<file path="src/core/sta_consts.svh">
// constants of the supply and temperature alert logic
// How it works
// - floating polarity pin makes both thresholds overtemperature; sensor pin high uses internal only
// - dual overtemperature: first alert at first threshold, second at second threshold
// - temperature alert releases only after hold timeout once temperature is back
// - undervoltage alert low whenever either high tap is below trip level
// - overvoltage alert low whenever either low tap is above trip level outside lockout
// - during power-up lockout: undervoltage low, other alerts released high
// - supply valid: comparisons take control, hold timer releases undervoltage alert
// - supply drop re-enters lockout: undervoltage low, overvoltage cleared
// - each supply tap comparator result is integrated before it acts
// - temperature alert only after five consecutive intervals beyond threshold
// - release after one interval past hysteresis plus the hold delay
// - outside lockout, every alert stays asserted for the hold timeout after its fault clears
// - undervoltage timer starts only when all high taps are good
// - any high tap failing during hold resets timer until all good again
// - overtemperature hold timer starts when below threshold minus hysteresis
// - polarity pin high: under then over; floating: both over; low: both under
// - sensor pin floating: first threshold internal only, second external only
`ifndef STA_CONSTS_SVH
`define STA_CONSTS_SVH
`define STA_TEMP_DEBOUNCE   3'h5
`define STA_FILT_MAX        4'h8
`define STA_FILT_ON         4'h6
`define STA_FILT_OFF        4'h2
`define STA_HOLD_W          24
`define STA_TRI_LOW         2'h0
`define STA_TRI_HIGH        2'h1
`define STA_TRI_OPEN        2'h2
`endif

</file>
<file path="src/core/sta_pkg.sv">
// types of the supply and temperature alert logic
package sta_pkg;
  typedef logic [1:0] sta_tri_t;
  typedef logic [23:0] sta_hold_t;
  typedef enum logic [1:0] {
    STA_IDLE    = 2'b00,
    STA_ASSERT  = 2'b01,
    STA_HOLDING = 2'b11
  } sta_alert_e;
endpackage : sta_pkg

</file>
<file path="src/core/sta_alert_hold.sv">
// one alert channel: assert on fault, hold timer on clear, restart on refault
`timescale 1ns/100ps
`default_nettype none
`include "sta_consts.svh"
module sta_alert_hold
  import sta_pkg::*;
(
  input  wire logic      mclk,
  input  wire logic      rst,
  input  wire logic      force_clr,
  input  wire logic      fault,
  input  wire logic      clear_ok,
  input  wire sta_hold_t hold_cycles,
  output logic           alert_n
);
  sta_alert_e st_r, st_nxt;
  sta_hold_t  cnt_r, cnt_nxt;
  logic       alert_n_nxt;

  // fault asserts; clear starts timer; refault restarts it
  always_comb begin
    st_nxt      = st_r;
    cnt_nxt     = cnt_r;
    alert_n_nxt = alert_n;
    case (st_r)
      STA_IDLE: begin
        if (fault) begin
          st_nxt      = STA_ASSERT;
          alert_n_nxt = 1'b0;
        end
      end
      STA_ASSERT: begin
        if (!fault && clear_ok) begin
          if (hold_cycles == '0) begin
            st_nxt      = STA_IDLE;
            alert_n_nxt = 1'b1;
          end else begin
            st_nxt  = STA_HOLDING;
            cnt_nxt = hold_cycles - 24'h00_0001;
          end
        end
      end
      STA_HOLDING: begin
        if (fault || !clear_ok) begin
          st_nxt = STA_ASSERT;
        end else if (cnt_r == '0) begin
          st_nxt      = STA_IDLE;
          alert_n_nxt = 1'b1;
        end else begin
          cnt_nxt = cnt_r - 24'h00_0001;
        end
      end
      default: begin
        st_nxt      = STA_IDLE;
        alert_n_nxt = 1'b1;
      end
    endcase
    // lockout forces the channel back to idle
    if (force_clr) begin
      st_nxt      = STA_IDLE;
      cnt_nxt     = '0;
      alert_n_nxt = 1'b1;
    end
  end

  // state registers
  always_ff @(posedge mclk or posedge rst) begin
    if (rst) begin
      st_r    <= STA_IDLE;
      cnt_r   <= '0;
      alert_n <= 1'b1;
    end else begin
      st_r    <= st_nxt;
      cnt_r   <= cnt_nxt;
      alert_n <= alert_n_nxt;
    end
  end
endmodule : sta_alert_hold
`default_nettype wire

</file>
<file path="src/core/sta_top.sv">
// alert logic of a dual supply and temperature supervisor
`timescale 1ns/100ps
`default_nettype none
`include "sta_consts.svh"
module sta_top
  import sta_pkg::*;
(
  input  wire logic      mclk,
  input  wire logic      rst,
  input  wire logic      supply_valid,
  input  wire logic      supply1_high_tap,
  input  wire logic      supply2_high_tap,
  input  wire logic      supply1_low_tap,
  input  wire logic      supply2_low_tap,
  input  wire logic      conv_tick,
  input  wire logic      conv_is_external,
  input  wire logic      temp_above_first,
  input  wire logic      temp_below_first,
  input  wire logic      temp_above_second,
  input  wire logic      temp_below_second,
  input  wire sta_tri_t  polarity_select_pin,
  input  wire sta_tri_t  sensor_select_pin,
  input  wire sta_hold_t alert_hold_time,
  output logic           under_supply_alert_n,
  output logic           over_supply_alert_n,
  output logic           first_temp_alert_n,
  output logic           second_temp_alert_n
);
  // taps: high tap 1 means above 0.5 V; low tap 1 means above 0.5 V
  // temp: above_x means over x, below_x means under x minus hysteresis,
  // and mirror-image for undertemperature via the same two flags

  // two-flop synchronisers for every analog comparator result
  localparam int NS = 11;
  logic [NS-1:0] in_raw, s1_r, s2_r;
  assign in_raw = {supply_valid, supply1_high_tap, supply2_high_tap, supply1_low_tap,
                   supply2_low_tap, conv_tick, conv_is_external, temp_above_first,
                   temp_below_first, temp_above_second, temp_below_second};
  always_ff @(posedge mclk or posedge rst) begin
    if (rst) begin
      s1_r <= '0;
      s2_r <= '0;
    end else begin
      s1_r <= in_raw;
      s2_r <= s1_r;
    end
  end
  logic vok, h1, h2, l1, l2, tick_lvl, ext, a1, b1, a2, b2;
  assign {vok, h1, h2, l1, l2, tick_lvl, ext, a1, b1, a2, b2} = s2_r;

  // integrating filter with hysteresis on the count; a one-cycle glitch
  // moves the count by one only, so a real fault costs some latency but
  // the trip point itself carries no hysteresis error
  function automatic logic [4:0] filt_step(input logic [3:0] c, input logic o, input logic x);
    logic [3:0] n;
    logic       no;
    n  = x ? ((c == `STA_FILT_MAX) ? c : c + 4'h1) : ((c == 4'h0) ? c : c - 4'h1);
    no = o;
    if (n >= `STA_FILT_ON) no = 1'b1;
    else if (n <= `STA_FILT_OFF) no = 1'b0;
    return {no, n};
  endfunction : filt_step

  // supply comparator integration
  // order of fin: high tap 1, high tap 2, low tap 1, low tap 2
  logic [3:0] fc_r [4];
  logic [3:0] fc_nxt [4];
  logic [3:0] fo_r, fo_nxt, fin;
  assign fin = {!h1, !h2, l1, l2};
  always_comb begin
    for (int i = 0; i < 4; i++) begin
      {fo_nxt[i], fc_nxt[i]} = filt_step(fc_r[i], fo_r[i], fin[i]);
    end
  end
  always_ff @(posedge mclk or posedge rst) begin
    if (rst) begin
      for (int i = 0; i < 4; i++) fc_r[i] <= 4'h0;
      fo_r <= 4'h0;
    end else begin
      for (int i = 0; i < 4; i++) fc_r[i] <= fc_nxt[i];
      fo_r <= fo_nxt;
    end
  end
  logic uv_fault, ov_fault, lockout;
  assign uv_fault = fo_r[3] | fo_r[2];
  assign ov_fault = fo_r[1] | fo_r[0];
  assign lockout  = !vok;

  // strap pins pass their own two flops before the decode reads them;
  // straps are meant to be static, so a two-bit code caught half-way
  // through a change shows for one cycle only, between ticks
  sta_tri_t pol_s1_r, pol_s2_r, sel_s1_r, sel_s2_r;
  always_ff @(posedge mclk or posedge rst) begin
    if (rst) begin
      pol_s1_r <= `STA_TRI_OPEN;
      pol_s2_r <= `STA_TRI_OPEN;
      sel_s1_r <= `STA_TRI_HIGH;
      sel_s2_r <= `STA_TRI_HIGH;
    end else begin
      pol_s1_r <= polarity_select_pin;
      pol_s2_r <= pol_s1_r;
      sel_s1_r <= sensor_select_pin;
      sel_s2_r <= sel_s1_r;
    end
  end

  // conversion strobe edge, polarity and sensor decode
  logic tick_d_r, tick;
  logic ut1, ut2, use1, use2;
  assign tick = tick_lvl & !tick_d_r;
  always_comb begin
    case (pol_s2_r)
      `STA_TRI_HIGH: begin ut1 = 1'b1; ut2 = 1'b0; end
      `STA_TRI_LOW:  begin ut1 = 1'b1; ut2 = 1'b1; end
      default:       begin ut1 = 1'b0; ut2 = 1'b0; end
    endcase
    // alternating sensors tie each threshold to one sensor
    if (sel_s2_r == `STA_TRI_OPEN) begin
      use1 = !ext;
      use2 = ext;
    end else begin
      use1 = 1'b1;
      use2 = 1'b1;
    end
  end

  // pick the flag that applies to a threshold of the given direction
  function automatic logic pick(input logic under, input logic for_under, input logic for_over);
    return under ? for_under : for_over;
  endfunction : pick

  // five-interval debounce and hysteresis release per temperature channel
  logic [2:0] tc_r [2];
  logic [2:0] tc_nxt [2];
  logic [1:0] tf_r, tf_nxt, tclr_r, tclr_nxt;
  logic [1:0] beyond, back;
  // fault: over the threshold, or under it minus hysteresis for undertemp
  assign beyond = {pick(ut2, b2, a2), pick(ut1, b1, a1)};
  // back means past threshold by the hysteresis; the front end encodes that
  assign back   = {pick(ut2, a2, b2), pick(ut1, a1, b1)};
  always_comb begin
    for (int i = 0; i < 2; i++) begin
      tc_nxt[i]   = tc_r[i];
      tf_nxt[i]   = tf_r[i];
      tclr_nxt[i] = tclr_r[i];
      if (tick && (i == 0 ? use1 : use2)) begin
        if (beyond[i]) begin
          tc_nxt[i]   = (tc_r[i] == `STA_TEMP_DEBOUNCE) ? tc_r[i] : tc_r[i] + 3'h1;
          tclr_nxt[i] = 1'b0;
          if (tc_r[i] + 3'h1 >= `STA_TEMP_DEBOUNCE) tf_nxt[i] = 1'b1;
        end else begin
          tc_nxt[i] = 3'h0;
          // one interval past hysteresis lets the hold timer start
          if (back[i] && tf_r[i]) begin
            tf_nxt[i]   = 1'b0;
            tclr_nxt[i] = 1'b1;
          end
        end
      end
    end
  end
  always_ff @(posedge mclk or posedge rst) begin
    if (rst) begin
      tick_d_r <= 1'b0;
      tc_r[0]  <= 3'h0;
      tc_r[1]  <= 3'h0;
      tf_r     <= 2'h0;
      tclr_r   <= 2'h3;
    end else begin
      tick_d_r <= tick_lvl;
      tc_r[0]  <= tc_nxt[0];
      tc_r[1]  <= tc_nxt[1];
      tf_r     <= tf_nxt;
      tclr_r   <= tclr_nxt;
    end
  end

  // power-up lockout: undervoltage held low, others released
  // lockout is itself an undervoltage fault, so it needs no forced clear
  logic uv_src, all_high;
  assign uv_src   = lockout | uv_fault;
  assign all_high = vok & !fo_r[3] & !fo_r[2];

  // one shared-setting hold channel per alert
  // the hold setting is read without synchronisers: it must stay static,
  // a change in mid-hold leaves the running timeout alone and applies from the next timer start
  sta_alert_hold u_uv (
    .mclk        (mclk),
    .rst         (rst),
    .force_clr   (1'b0),
    .fault       (uv_src),
    .clear_ok    (all_high),
    .hold_cycles (alert_hold_time),
    .alert_n     (under_supply_alert_n)
  );
  sta_alert_hold u_ov (
    .mclk        (mclk),
    .rst         (rst),
    .force_clr   (lockout),
    .fault       (ov_fault & vok),
    .clear_ok    (1'b1),
    .hold_cycles (alert_hold_time),
    .alert_n     (over_supply_alert_n)
  );
  sta_alert_hold u_t1 (
    .mclk        (mclk),
    .rst         (rst),
    .force_clr   (lockout),
    .fault       (tf_r[0]),
    .clear_ok    (tclr_r[0]),
    .hold_cycles (alert_hold_time),
    .alert_n     (first_temp_alert_n)
  );
  sta_alert_hold u_t2 (
    .mclk        (mclk),
    .rst         (rst),
    .force_clr   (lockout),
    .fault       (tf_r[1]),
    .clear_ok    (tclr_r[1]),
    .hold_cycles (alert_hold_time),
    .alert_n     (second_temp_alert_n)
  );
endmodule : sta_top
`default_nettype wire

</file>
<file path="config.mk">
export PLATFORM = sky130hd
export DESIGN_NAME = sta_top
export DESIGN_NICKNAME = d
export VERILOG_FILES = /design/src/core/sta_pkg.sv /design/src/core/sta_alert_hold.sv /design/src/core/sta_top.sv
export VERILOG_INCLUDE_DIRS = /design/src /design/src/core
export SDC_FILE = /design/constraint.sdc
export NUM_CORES = 1
export LEC_CHECK = 0
export ABC_AREA = 1
export BUFFER_PORTS_ARGS = -buffer_cell sky130_fd_sc_hd__buf_4
export CORE_MARGIN = 8
export CORE_UTILIZATION = 57
export CTS_CLUSTER_SIZE = 25
export DETAILED_ROUTE_END_ITERATION = 16
export PLACE_DENSITY = 0.77
export SYNTH_ARGS = -nofsm -noshare
export SYNTH_HDL_FRONTEND = slang
export SYNTH_SLANG_ARGS = --single-unit
</file>
<file path="constraint.sdc">
create_clock -name mclk -period 5.51 [get_ports mclk]
set_clock_uncertainty 0.05 [all_clocks]
set_input_delay 1.102 -clock mclk [delete_from_list [all_inputs] [get_ports mclk]]
set_output_delay 1.102 -clock mclk [all_outputs]
set_load 0.05 [all_outputs]
</file>
# Yosys cells after proc, flatten, opt, wreduce, memory -nomap -nowiden
# Cells that the tools add are included.
[classes]
n_addsub = 15
n_eq_ne = 55
n_bitwise = 7
reduce_logical = 61
n_lt_le_gt_ge = 10
n_mux = 110
[ops]
columns = ["cell", "n"]
rows = [
  ["2-to-1 mux 24 bit", 16],
  ["one-hot mux 24 bit (2 select lines)", 4],
  ["zero test 24 bit", 5],
  ["subtractor 24 x 1 -> 24 bit, second input constant", 5],
  ["2-to-1 mux 4 bit", 12],
  ["2-to-1 mux 1 bit", 46],
  ["!= test 3 bit, second input constant", 14],
  ["2-to-1 mux 2 bit", 20],
  ["AND reduction 5 bit", 8],
  ["one-hot mux 2 bit (3 select lines)", 4],
  ["!= test 3 x 2 -> 1 bit, second input constant", 7],
  ["AND reduction 3 bit", 6],
  ["adder 4 x 1 -> 4 bit, second input constant", 4],
  ["== test 4 bit, second input constant", 4],
  [">= comparator 4 x 3 -> 1 bit, second input constant", 4],
  ["less-or-equal comparator 4 x 2 -> 1 bit, second input constant", 4],
  ["zero test 4 bit", 4],
  ["subtractor 4 x 1 -> 4 bit, second input constant", 4],
  ["nonzero test 2 bit", 7],
  ["2-to-1 mux 3 bit", 4],
  ["!= test 2 x 1 -> 1 bit, second input constant", 6],
  ["!= test 3 x 1 -> 1 bit, second input constant", 4],
  ["!= test 4 x 2 -> 1 bit, second input constant", 3],
  ["one-hot mux 1 bit (3 select lines)", 4],
  ["14 further kinds", 59],
]
[word_totals]
ff_bits = 169
output_inout_bits = 4
wordCells = 291

# Longest topological paths before layout
# Gate-level depths: netlist of run 1.
[logic_depth]
ltp_word = 7
depth_mapped = 12

# By module
# Synthesis of run 1 repeated with hierarchy kept, for this count alone.
[unflattened]
cells_unflattened = 2119
hier_area_um2 = 12719.7
[modules_own_cells]
columns = ["mod", "instances", "cells_per_inst", "area_per_inst_um2", "seq_area_each_um2"]
rows = [
  ["sta_alert_hold", 4, 450, 2462.4, 676.9],
  ["sta_top", 1, 319, 2870.3, 1534.0],
]

# Least setup slack after synthesis of run 1
# No wires, ideal clock.
[synth_timing]
path_type = "input to register"
start = "input alert_hold_time[0]"
end = "register u_t1.cnt_r[10]"
n_path_buf = 0
setup_time_ps = 139
path_stages = 8
path_slack_ps = 2991
arrival_ps = 2331
path_cell_list = "clkinv_1 -> ha_1 -> nand2_4 -> nor2_2 -> nand3_4 -> nor3_4 -> nor2_1 -> o21ai_0"
[synth_between]
elab_chain_cells = 5
word_cells_on_any_way = 8
[synth_lines]
columns = ["element", "line", "rtl"]
rows = [
  ["from (decl)", "sta_top.sv:23", "input wire sta_hold_t alert_hold_time,"],
  ["subtractor 24 x 1 -> 24 bit", "sta_alert_hold.sv:39", "cnt_nxt = hold_cycles - 24'h00_0001;"],
  ["2-to-1 mux 24 bit", "sta_alert_hold.sv:34", "if (hold_cycles == '0) begin"],
  ["2-to-1 mux 24 bit", "sta_alert_hold.sv:33", "if (!fault && clear_ok) begin"],
  ["one-hot mux 24 bit (2 select lines)", "sta_alert_hold.sv:25", "case (st_r)"],
  ["2-to-1 mux 24 bit", "sta_alert_hold.sv:59", "if (force_clr) begin"],
  ["to (signal assigned)", "sta_alert_hold.sv:74", "cnt_r <= cnt_nxt;"],
  ["to (decl)", "sta_alert_hold.sv:17", "sta_hold_t cnt_r, cnt_nxt;"],
]
# Several ways; a longest one is shown, not always the timed one. The select of a mux whose other input is x is not followed.
# A chain may end at the register's enable or synchronous reset.

# Final worst setup path of run 1
[layout_timing]
start = "input alert_hold_time[0]"
end = "register u_ov.cnt_r[9]"
[layout_between]
elab_chain_cells = 5
word_cells_on_any_way = 8
[layout_lines]
columns = ["element", "line"]
rows = [
  ["subtractor 24 x 1 -> 24 bit", "sta_alert_hold.sv:39"],
  ["2-to-1 mux 24 bit", "sta_alert_hold.sv:34"],
  ["2-to-1 mux 24 bit", "sta_alert_hold.sv:33"],
  ["one-hot mux 24 bit (2 select lines)", "sta_alert_hold.sv:25"],
  ["2-to-1 mux 24 bit", "sta_alert_hold.sv:59"],
  ["to (signal assigned)", "sta_alert_hold.sv:74"],
  ["to (decl)", "sta_alert_hold.sv:17"],
]
# Several ways; a longest one is shown, not always the timed one. The select of a mux whose other input is x is not followed.

==> metrics.md, run 1 <==
| Metric | Value |
|---|---|
| Status | `finished clean` |
| Post-synth top area share | `34.7%` |
| Least-Margin Pin Slew | `around 1.0 ns` |
| RSZ-0062 raised after global routing | `false` |
| Ports | `45` |
| Post-synth EDFFs | `0` |
| Most Crowded Layer GR | `met2` |
| Critical Path RT | `5.85 ns` |
| CTS Sinks | `between 150 and 200` |
| Dpl ws | `about 1.9 ns` |
| DRC viols | `0` |
| CTS tree | `built` |
| Synth Area in Adders | `under 10%` |
| First-pass iteration count of the detailed router | `7` |
| Largest family of logic cells by synthesized area | `simple AND/OR/NAND/NOR gates` |
| Routability Congestion | `1.01` |
| Remaining antenna violation count | `0` |
| Synth top area cells | `dfrtp_1 (35%), nand2_1 (20%), nand3_1 (8.5%)` |
| Worst-skew pair later-pin latency | `between 0.4 and 0.5 ns` |
| Post-Syn Area | `approximately 11000 um^2` |
| GRT Util Overall | `between 20 and 30%` |
| Synthesized area per cell | `6.49 um^2` |
| First-pass GRT wire length | `about 54000 um` |
| FMAX | `around 310 MHz` |
| Critical path endpoint | `u_ov.cnt_r[9]$_DFFE_PP0P_` |
| Worst EP arrival | `between 3 and 4 ns` |
| Die area | `between 20000 and 25000 um^2` |
| Clock Tree Root | `clkbuf_16` |
| Yosys warnings | `0` |
| #FFs+latches synth | `169` |
| Post-CTS setup buffer count | `0` |
| Routed length per placed instance | `around 16 um` |
| Synth unique cells | `42` |
| Largest net degree at the start of global routing | `between 150 and 200` |
| Die Span Y | `158 um` |
| Gr ovfl total | `0` |
| CP Launch Point | `alert_hold_time[0]` |
| N_diodes | `0` |
| # resized after CTS | `0` |
| TNS Setup | `0 ns` |
| R2r startpoint | `u_uv.st_r[0]$_DFFE_PP0P_` |
| Initial antenna violation count | `0` |
| Synth Area in Compound Gates | `around 9%` |
| Core ar. | `20000 um^2` |
| Nets | `about 1900` |
| Via/cell ratio | `between 5 and 6` |
| Post-Layout Cell Count | `about 2100` |
| Post-Route Utilization | `63.3%` |
| Synth Area in Simple Gates | `about two fifths` |
| Crit-path max FO | `33` |
| Die width | `between 150 and 200 um` |
| Reg2Reg Setup Slack | `2.36 ns` |
| Final min period | `approximately 3.2 ns` |
| # Max-Cap Violations | `0` |
| Final Total Pwr | `around 0.0063 W` |
| DP HPWL | `about 24000 um` |
| Max-slew violations | `0` |
| Final wirelength | `roughly 33000 um` |
| Proportion of layout cells with a drive suffix above 1 | `under 10%` |
| Final Hold Viols | `0` |
| Vias post-DR | `roughly 12000` |
| Post-route setup slack | `between 2 and 2.5 ns` |
| CTS Hold Bufs | `0` |
| Largest area contributor in the netlist | `dfrtp_1` |
| Met3 Track Usage GR | `4.42%` |
| Worst slew margin | `about 31%` |
| Initial Util | `between 50% and 60%` |
| Total CTS buffers | `17` |
| DR iter-0 viols | `between 900 and 1000` |
| Area growth, synth to finish | `10.1%` |
| Number of global-route vias before repair | `roughly 11000` |
| FF-to-FF path depth | `6` |
| CP Class | `primary input to flip-flop` |
| Number of placement rows | `52` |
| Top_reg_cell synth | `dfrtp_1` |
| Reg-to-Reg End | `u_uv.cnt_r[10]$_DFFE_PP0P_` |
| Sequential fraction of the synthesis area | `36.9%` |
| Worst min path class | `flip-flop to flip-flop` |
| Crit share post-route | `58.5%` |
| Clk slew on worst S/H paths | `around 0.08 ns` |
| Portion of netlist area occupied by mux cells | `0%` |
| Mapped Cells | `around 1800` |
| Startpoint Class | `primary input` |
| Post-synthesis xor/xnor area fraction | `roughly 2.4%` |
| Leakage Power | `approximately 6.5 nW` |
| Peak VDD IR | `roughly 0.00027 V` |
| Post-Syn Nets | `1832` |
| PD cells | `between 500 and 600 nW/um^2` |
| H-tree depth | `4` |
| IO buf count | `between 40 and 50` |
| GR Util met2 | `a little under half` |
| Global Route met1 Usage | `approximately 34%` |
| Asr flop ratio synth | `100%` |
| Placed insts | `2053` |
| Crit path capture type | `flip-flop` |
| Final-report setup violation count | `0` |
| Max clock buf depth | `2` |
## layout by cell type (no fill, tap or decap), types with 2 or more instances in the layout
| cell | instances |
|---|---|
| a21oi_1 | 30 |
| a22oi_1 | 3 |
| a31oi_1 | 4 |
| a32oi_1 | 2 |
| buf_4 | 47 |
| clkbuf_16 | 17 |
| clkinv_1 | 4 |
| clkinv_4 | 2 |
| clkinv_8 | 6 |
| dfrtp_1 | 159 |
| dfstp_2 | 10 |
| ha_1 | 23 |
| inv_1 | 208 |
| inv_2 | 5 |
| inv_6 | 3 |
| inv_8 | 3 |
| nand2_1 | 603 |
| nand2_2 | 4 |
| nand2_4 | 2 |
| nand3_1 | 194 |
| nand3b_1 | 8 |
| nand4_1 | 39 |
| nor2_1 | 224 |
| nor2_2 | 13 |
| nor2_4 | 4 |
| nor3_1 | 8 |
| o2111ai_1 | 2 |
| o211ai_1 | 3 |
| o21ai_0 | 112 |
| o21ai_1 | 13 |
| o21bai_1 | 6 |
| o21bai_2 | 2 |
| o22ai_1 | 6 |
| o31ai_1 | 4 |
| xnor2_1 | 11 |
| xor2_1 | 21 |
## flip-flops by register name, summed over array words and instances, names as in the netlist, 4 cells and up
name,cells
fc_r,16
u_t2.cnt_r,24
u_t1.cnt_r,24
tc_r,6
u_ov.cnt_r,24
u_uv.cnt_r,24
s2_r,11
s1_r,11
fo_r,4
## cells in the mapped netlist (all sizes together) (6+ instances only)
cell,count
o21ai,126
nand3b,8
inv,214
xor2,21
ha,23
buf,21
dfstp,10
clkbuf,12
o22ai,6
a21oi,30
nand2,609
xnor2,11
nand3,196
o21bai,8
nand4,39
nor2,241
nor3,9
dfrtp,159
## power breakdown
part	switching [W]	internal, W	leakage [nW]	total (W)
combinational	0.00202	0.000954	4.10	0.00298
clock	0.000622	0.000620	0.298	0.00124
sequential	0.000462	0.00166	2.07	0.00212
## through the flow
step                      area [um^2]  hold WS, ns
after floorplan                 11500        0.281
after global placement          12000        0.283
after detailed placement        12000        0.285
after CTS                       12600        0.301
after global routing            12600        0.312
final                           12600        0.302
## cells by family after synthesis
| logic type | count (synthesis) |
|---|---|
| adder cells (fa/ha/maj) | 23 |
| XOR/XNOR | 32 |
| AND/OR/NAND/NOR | 1103 |
| AO/OA/AOI/OAI | 190 |
| buffers and inverters | 251 |
| flip-flops | 169 |
## worst max-delay path, stage by stage
cell	delay, ns
buf_4	0.09
clkinv_1	0.22
ha_1	0.38
nand3_1	0.13
nor2_1	0.06
nand4_1	0.08
nand3_2	0.49
nor2_1	0.79
nand2_1	0.13
nand2_1	0.09
## per-layer routing
layer	vias up	wire length, um
li1	5710	-
met1	5322	14100
met2	396	15600
met3	82	1970
met4	0	1210
met5	-	0
## final cells by class
class / instances / area (um^2)
fill: 1868 / 7330
multi-input combinational: 1348 / 6250
sequential: 169 / 4240
inverter: 218 / 822
clock buffer: 17 / 425
timing repair buffer: 48 / 373
tap: 270 / 338
clock inverter: 15 / 191
## how the worst min path moves through the flow
| stage | to | start | cells after the start |
|---|---|---|---|
| global route | s2_r[4]$_DFF_PP0_ | s1_r[4]$_DFF_PP0_ | 0 |
| global placement | s2_r[5]$_DFF_PP0_ | s1_r[5]$_DFF_PP0_ | 0 |
| detailed placement | s2_r[4]$_DFF_PP0_ | s1_r[4]$_DFF_PP0_ | 0 |
| finish | s2_r[5]$_DFF_PP0_ | s1_r[5]$_DFF_PP0_ | 0 |
| floorplan | pol_s2_r[0]$_DFF_PP0_ | pol_s1_r[0]$_DFF_PP0_ | 0 |
| CTS | sel_s2_r[1]$_DFF_PP0_ | sel_s1_r[1]$_DFF_PP0_ | 0 |
No activity file was read; power rests on OpenSTA's default activity.
==> run 2, diff against run 1 <==
--- a/config.mk
+++ b/config.mk
@@ -6,13 +6,13 @@
 export SDC_FILE = /design/constraint.sdc
 export NUM_CORES = 1
 export LEC_CHECK = 0
-export ABC_AREA = 1
+export ABC_AREA = 0
 export BUFFER_PORTS_ARGS = -buffer_cell sky130_fd_sc_hd__buf_4
 export CORE_MARGIN = 8
 export CORE_UTILIZATION = 57
 export CTS_CLUSTER_SIZE = 25
 export DETAILED_ROUTE_END_ITERATION = 16
-export PLACE_DENSITY = 0.77
+export PLACE_DENSITY = 0.78
 export SYNTH_ARGS = -nofsm -noshare
 export SYNTH_HDL_FRONTEND = slang
 export SYNTH_SLANG_ARGS = --single-unit
==> constraint.sdc (replaced) <==
create_clock -name mclk -period 2.6 [get_ports mclk]
set_clock_uncertainty 0.05 [all_clocks]
set_input_delay 0.52 -clock mclk [delete_from_list [all_inputs] [get_ports mclk]]
set_output_delay 0.52 -clock mclk [all_outputs]
set_load 0.05 [all_outputs]
==> metrics.md, run 2 <==
| Metric | Value |
|---|---|
| DRC viols | `0` |
| Worst-skew pair later-pin latency | `about 0.45 ns` |
| Critical path depth | `8` |
| Most common library cells after synthesis | `dfrtp_1 (159), a21oi_1 (131), o21ai_0 (113)` |
| Portion of netlist area occupied by mux cells | `0.811%` |
| Initial antenna violation count | `0` |
| IO buf count | `44` |
| Dpl ws | `-0.387 ns` |
| First-pass GRT wire length | `49700 um` |
| Initial Util | `slightly below 60%` |
| H-tree depth | `4` |
| DP HPWL | `21400 um` |
| Largest area contributor in the netlist | `dfrtp_1` |
| CTS Hold Bufs | `0` |
| #FFs+latches synth | `about 170` |
| R2r startpoint | `u_ov.cnt_r[12]$_DFFE_PP0P_` |
| CP Launch Point | `alert_hold_time[17]` |
| Leakage Power | `about 5.3 nW` |
| Net Sw Frac | `36.4%` |
| Synth Area in Adders | `approximately 2.8%` |
| Gr ovfl total | `0` |
| Area growth, synth to finish | `20.0%` |
| Reg-to-Reg End | `u_ov.cnt_r[20]$_DFFE_PP0P_` |
| Max clock buf depth | `2` |
| Crit path capture type | `flip-flop` |
| Post-synth EDFFs | `0` |
| FMAX | `393 MHz` |
| Core ar. | `17900 um^2` |
| Startpoint Class | `primary input` |
| Post-route setup slack | `~0.055 ns` |
| Ports | `45` |
| Post-Layout Cell Count | `between 1500 and 2000` |
| Critical Path, Cell by Cell | `buf_4 > or4_4 > or3_4 > or4_4 > o2111ai_2 > buf_4 > nor3_1 > a211o_1` |
| Routability Congestion | `0.969` |
| Number of global-route vias before repair | `roughly 9800` |
| Least-Margin Pin Slew | `around 0.9 ns` |
| Status | `finished clean` |
| Synth top area cells | `dfrtp_1 (38%), a21oi_1 (6.3%), o21ai_0 (5.5%)` |
| Leading cell type in the layout, fill and taps excluded | `buf_4` |
| Final-report setup violation count | `0` |
| Clock Tree Root | `clkbuf_16` |
| Post-synth top area share | `around two fifths` |
| Critical Path RT | `2.89 ns` |
| Clk slew on worst S/H paths | `about 0.07 ns` |
| Placed insts | `~1600` |
| Peak VDD IR | `roughly 0.00053 V` |
| Die area | `around 23000 um^2` |
| Synth Area in Simple Gates | `between 20% and 30%` |
| Synthesized area per cell | `roughly 8.4 um^2` |
| Die width | `151 um` |
| Sequential share of power | `41.5%` |
| Proportion of layout cells with a drive suffix above 1 | `around 20%` |
| Worst EP arrival | `between 2 and 3 ns` |
| Internal Power | `0.00554 W` |
| DR iter-0 viols | `between 1000 and 1500` |
| Largest net degree at the start of global routing | `52` |
| CTS Sinks | `around 170` |
| Critical path endpoint | `u_uv.cnt_r[0]$_DFFE_PP0P_` |
| CP Class | `primary input to flip-flop` |
| Total CTS buffers | `17` |
| Clock network power share | `between 20% and 30%` |
| Nets | `around 1400` |
| FF-to-FF path depth | `7` |
| Yosys warnings | `0` |
| Max-slew violations | `0` |
| Synth Area in Compound Gates | `25.3%` |
| N_diodes | `0` |
| Most numerous cell in the Yosys netlist | `dfrtp_1` |
| CP peak stage delay | `0.56 ns` |
| Post-Syn Area | `around 10000 um^2` |
| Post-synthesis xor/xnor area fraction | `2.46%` |
| Post-Syn Nets | `about 1300` |
| Crit-path max FO | `9` |
| Placed cell areas | `around 12000 um^2` |
| WHS | `approximately 0.031 ns` |
| Largest family of logic cells by synthesized area | `compound AO/OA/AOI/OAI gates` |
| PD cells | `approximately 700 nW/um^2` |
| P_sw | `between 0.003 and 0.004 W` |
| Final Hold Viols | `0` |
| Sequential fraction of the synthesis area | `41.0%` |
| Via/cell ratio | `approximately 6.5` |
| First-pass iteration count of the detailed router | `6` |
| # Max-Cap Violations | `0` |
| Most frequent cells in the layout | `buf_4 (171), dfrtp_1 (158), a21oi_1 (128), o21ai_0 (113), nand2_1 (106)` |
| Top_reg_cell synth | `dfrtp_1` |
| Synth unique cells | `82` |
| Reg2Reg Setup Slack | `around 0.090 ns` |
| Asr flop ratio synth | `100%` |
| Comb power frac | `between 20 and 30%` |
| RSZ-0062 raised after global routing | `true` |
| Die Span Y | `151 um` |
| GRT Util Overall | `roughly 28%` |
| CP top delay family | `simple AND/OR/NAND/NOR gates` |
| Remaining antenna violation count | `0` |
| Final min period | `2.54 ns` |
| Buffers & Inverters on Critical Path | `2` |
| Mapped Cells | `around 1200` |
| Routed length per placed instance | `between 15 and 20 um` |
| CTS tree | `built` |
| Worst min path class | `primary input to asynchronous set/reset pin` |
| Vias post-DR | `between 10000 and 15000` |
| Finished Cell Area | `around 12000 um^2` |
| Final wirelength | `30600 um` |
| Worst slew margin | `slightly below 40%` |
| Filler cell count | `approximately 1400` |
| Slowest-stage cell, CP | `or4_4` |
| Number of placement rows | `approximately 50` |
| Crit share post-route | `a little over nine tenths` |
-- run 2: cell count changes in the layout (fill, tap and decap cells not counted), moves of 11 or more --
cell,delta
nand2_1,-497
inv_1,-158
nand3_1,-156
buf_4,+124
nor2_1,-119
a21oi_1,+98
nor3_1,+42
nor4_1,+35
nand4_1,-26
o211ai_1,+23
a31oi_1,+13
nor2_2,-13
or4_1,+12
or3_1,+11
-- run 2: metal layers --
layer	part of all wire (%)	global-route usage [%]	wire length [um]	vias to the layer above
li1	-	-	-	4812
met3	7.9	5.32	2430	90
met5	0	0	0	-
met1	41	35.9	12700	5021
met2	47	43.5	14400	489
met4	3.8	13.1	1150	0
-- run 2: kinds of logic (layout without fill, tap and decap cells) --
group / after synthesis / count (layout)
buffers and inverters: 121 / 264
multiplexers: 8 / 8
flip-flops: 169 / 169
XOR/XNOR: 29 / 29
AO/OA/AOI/OAI: 417 / 417
AND/OR/NAND/NOR: 460 / 460
adder cells (fa/ha/maj): 23 / 23
-- run 2: what timing repair did --
item	4_1_cts	5_1_grt
buffers inserted	0	1
endpoints found under the setup margin	0	35
resized for setup	0	1
-- run 2: power groups by stage --
stage               registers (W)  clock network [W]  logic (W)
finish                    0.00361            0.00258    0.00252
CTS                       0.00360            0.00259    0.00249
global route              0.00369            0.00270    0.00282
detailed placement        0.00364                  0    0.00247
floorplan                 0.00354                  0    0.00173
global placement          0.00362                  0    0.00236
-- run 2: cell type report --
| type | count | area [um^2] | share of cell area, % |
|---|---|---|---|
| inverters | 54 | 209 | 1.68 |
| repair buffers | 178 | 1420 | 11.5 |
| multi-input cells | 937 | 5650 | 45.5 |
| clock buffers | 19 | 443 | 3.57 |
| flip-flops and latches | 169 | 4240 | 34.2 |
| well taps | 229 | 287 | 2.31 |
| clock inverters | 13 | 149 | 1.20 |
-- run 2: how the worst min path moves through the flow --
stage,to,depth (start not counted)
after floorplan,pol_s2_r[0]$_DFF_PP0_,0
after global placement,s2_r[3]$_DFF_PP0_,0
after detailed placement,pol_s2_r[0]$_DFF_PP0_,0
after CTS,u_ov.cnt_r[11]$_DFFE_PP0P_,2
after global routing,u_ov.cnt_r[3]$_DFFE_PP0P_,2
final,u_ov.cnt_r[10]$_DFFE_PP0P_,2
-- run 2: worst register-to-register path: cells and delay by family, from the launching register on --
kind	cells	cell delay (ns)
simple gates	4	1.31
compound gates	2	0.52
flops	1	0.46
buf+inv	1	0.06
-- run 2: stage by stage --
stage / util, % / setup TNS (ns) / total power, W
finish: 69.3 / 0 / 0.00871
global route: 69.3 / -0.0538 / 0.00921
CTS: 69.2 / 0 / 0.00868
detailed placement: 65.9 / -26.87 / 0.00611
global placement: 65.9 / -23.16 / 0.00598
floorplan: - / -24.05 / 0.00527
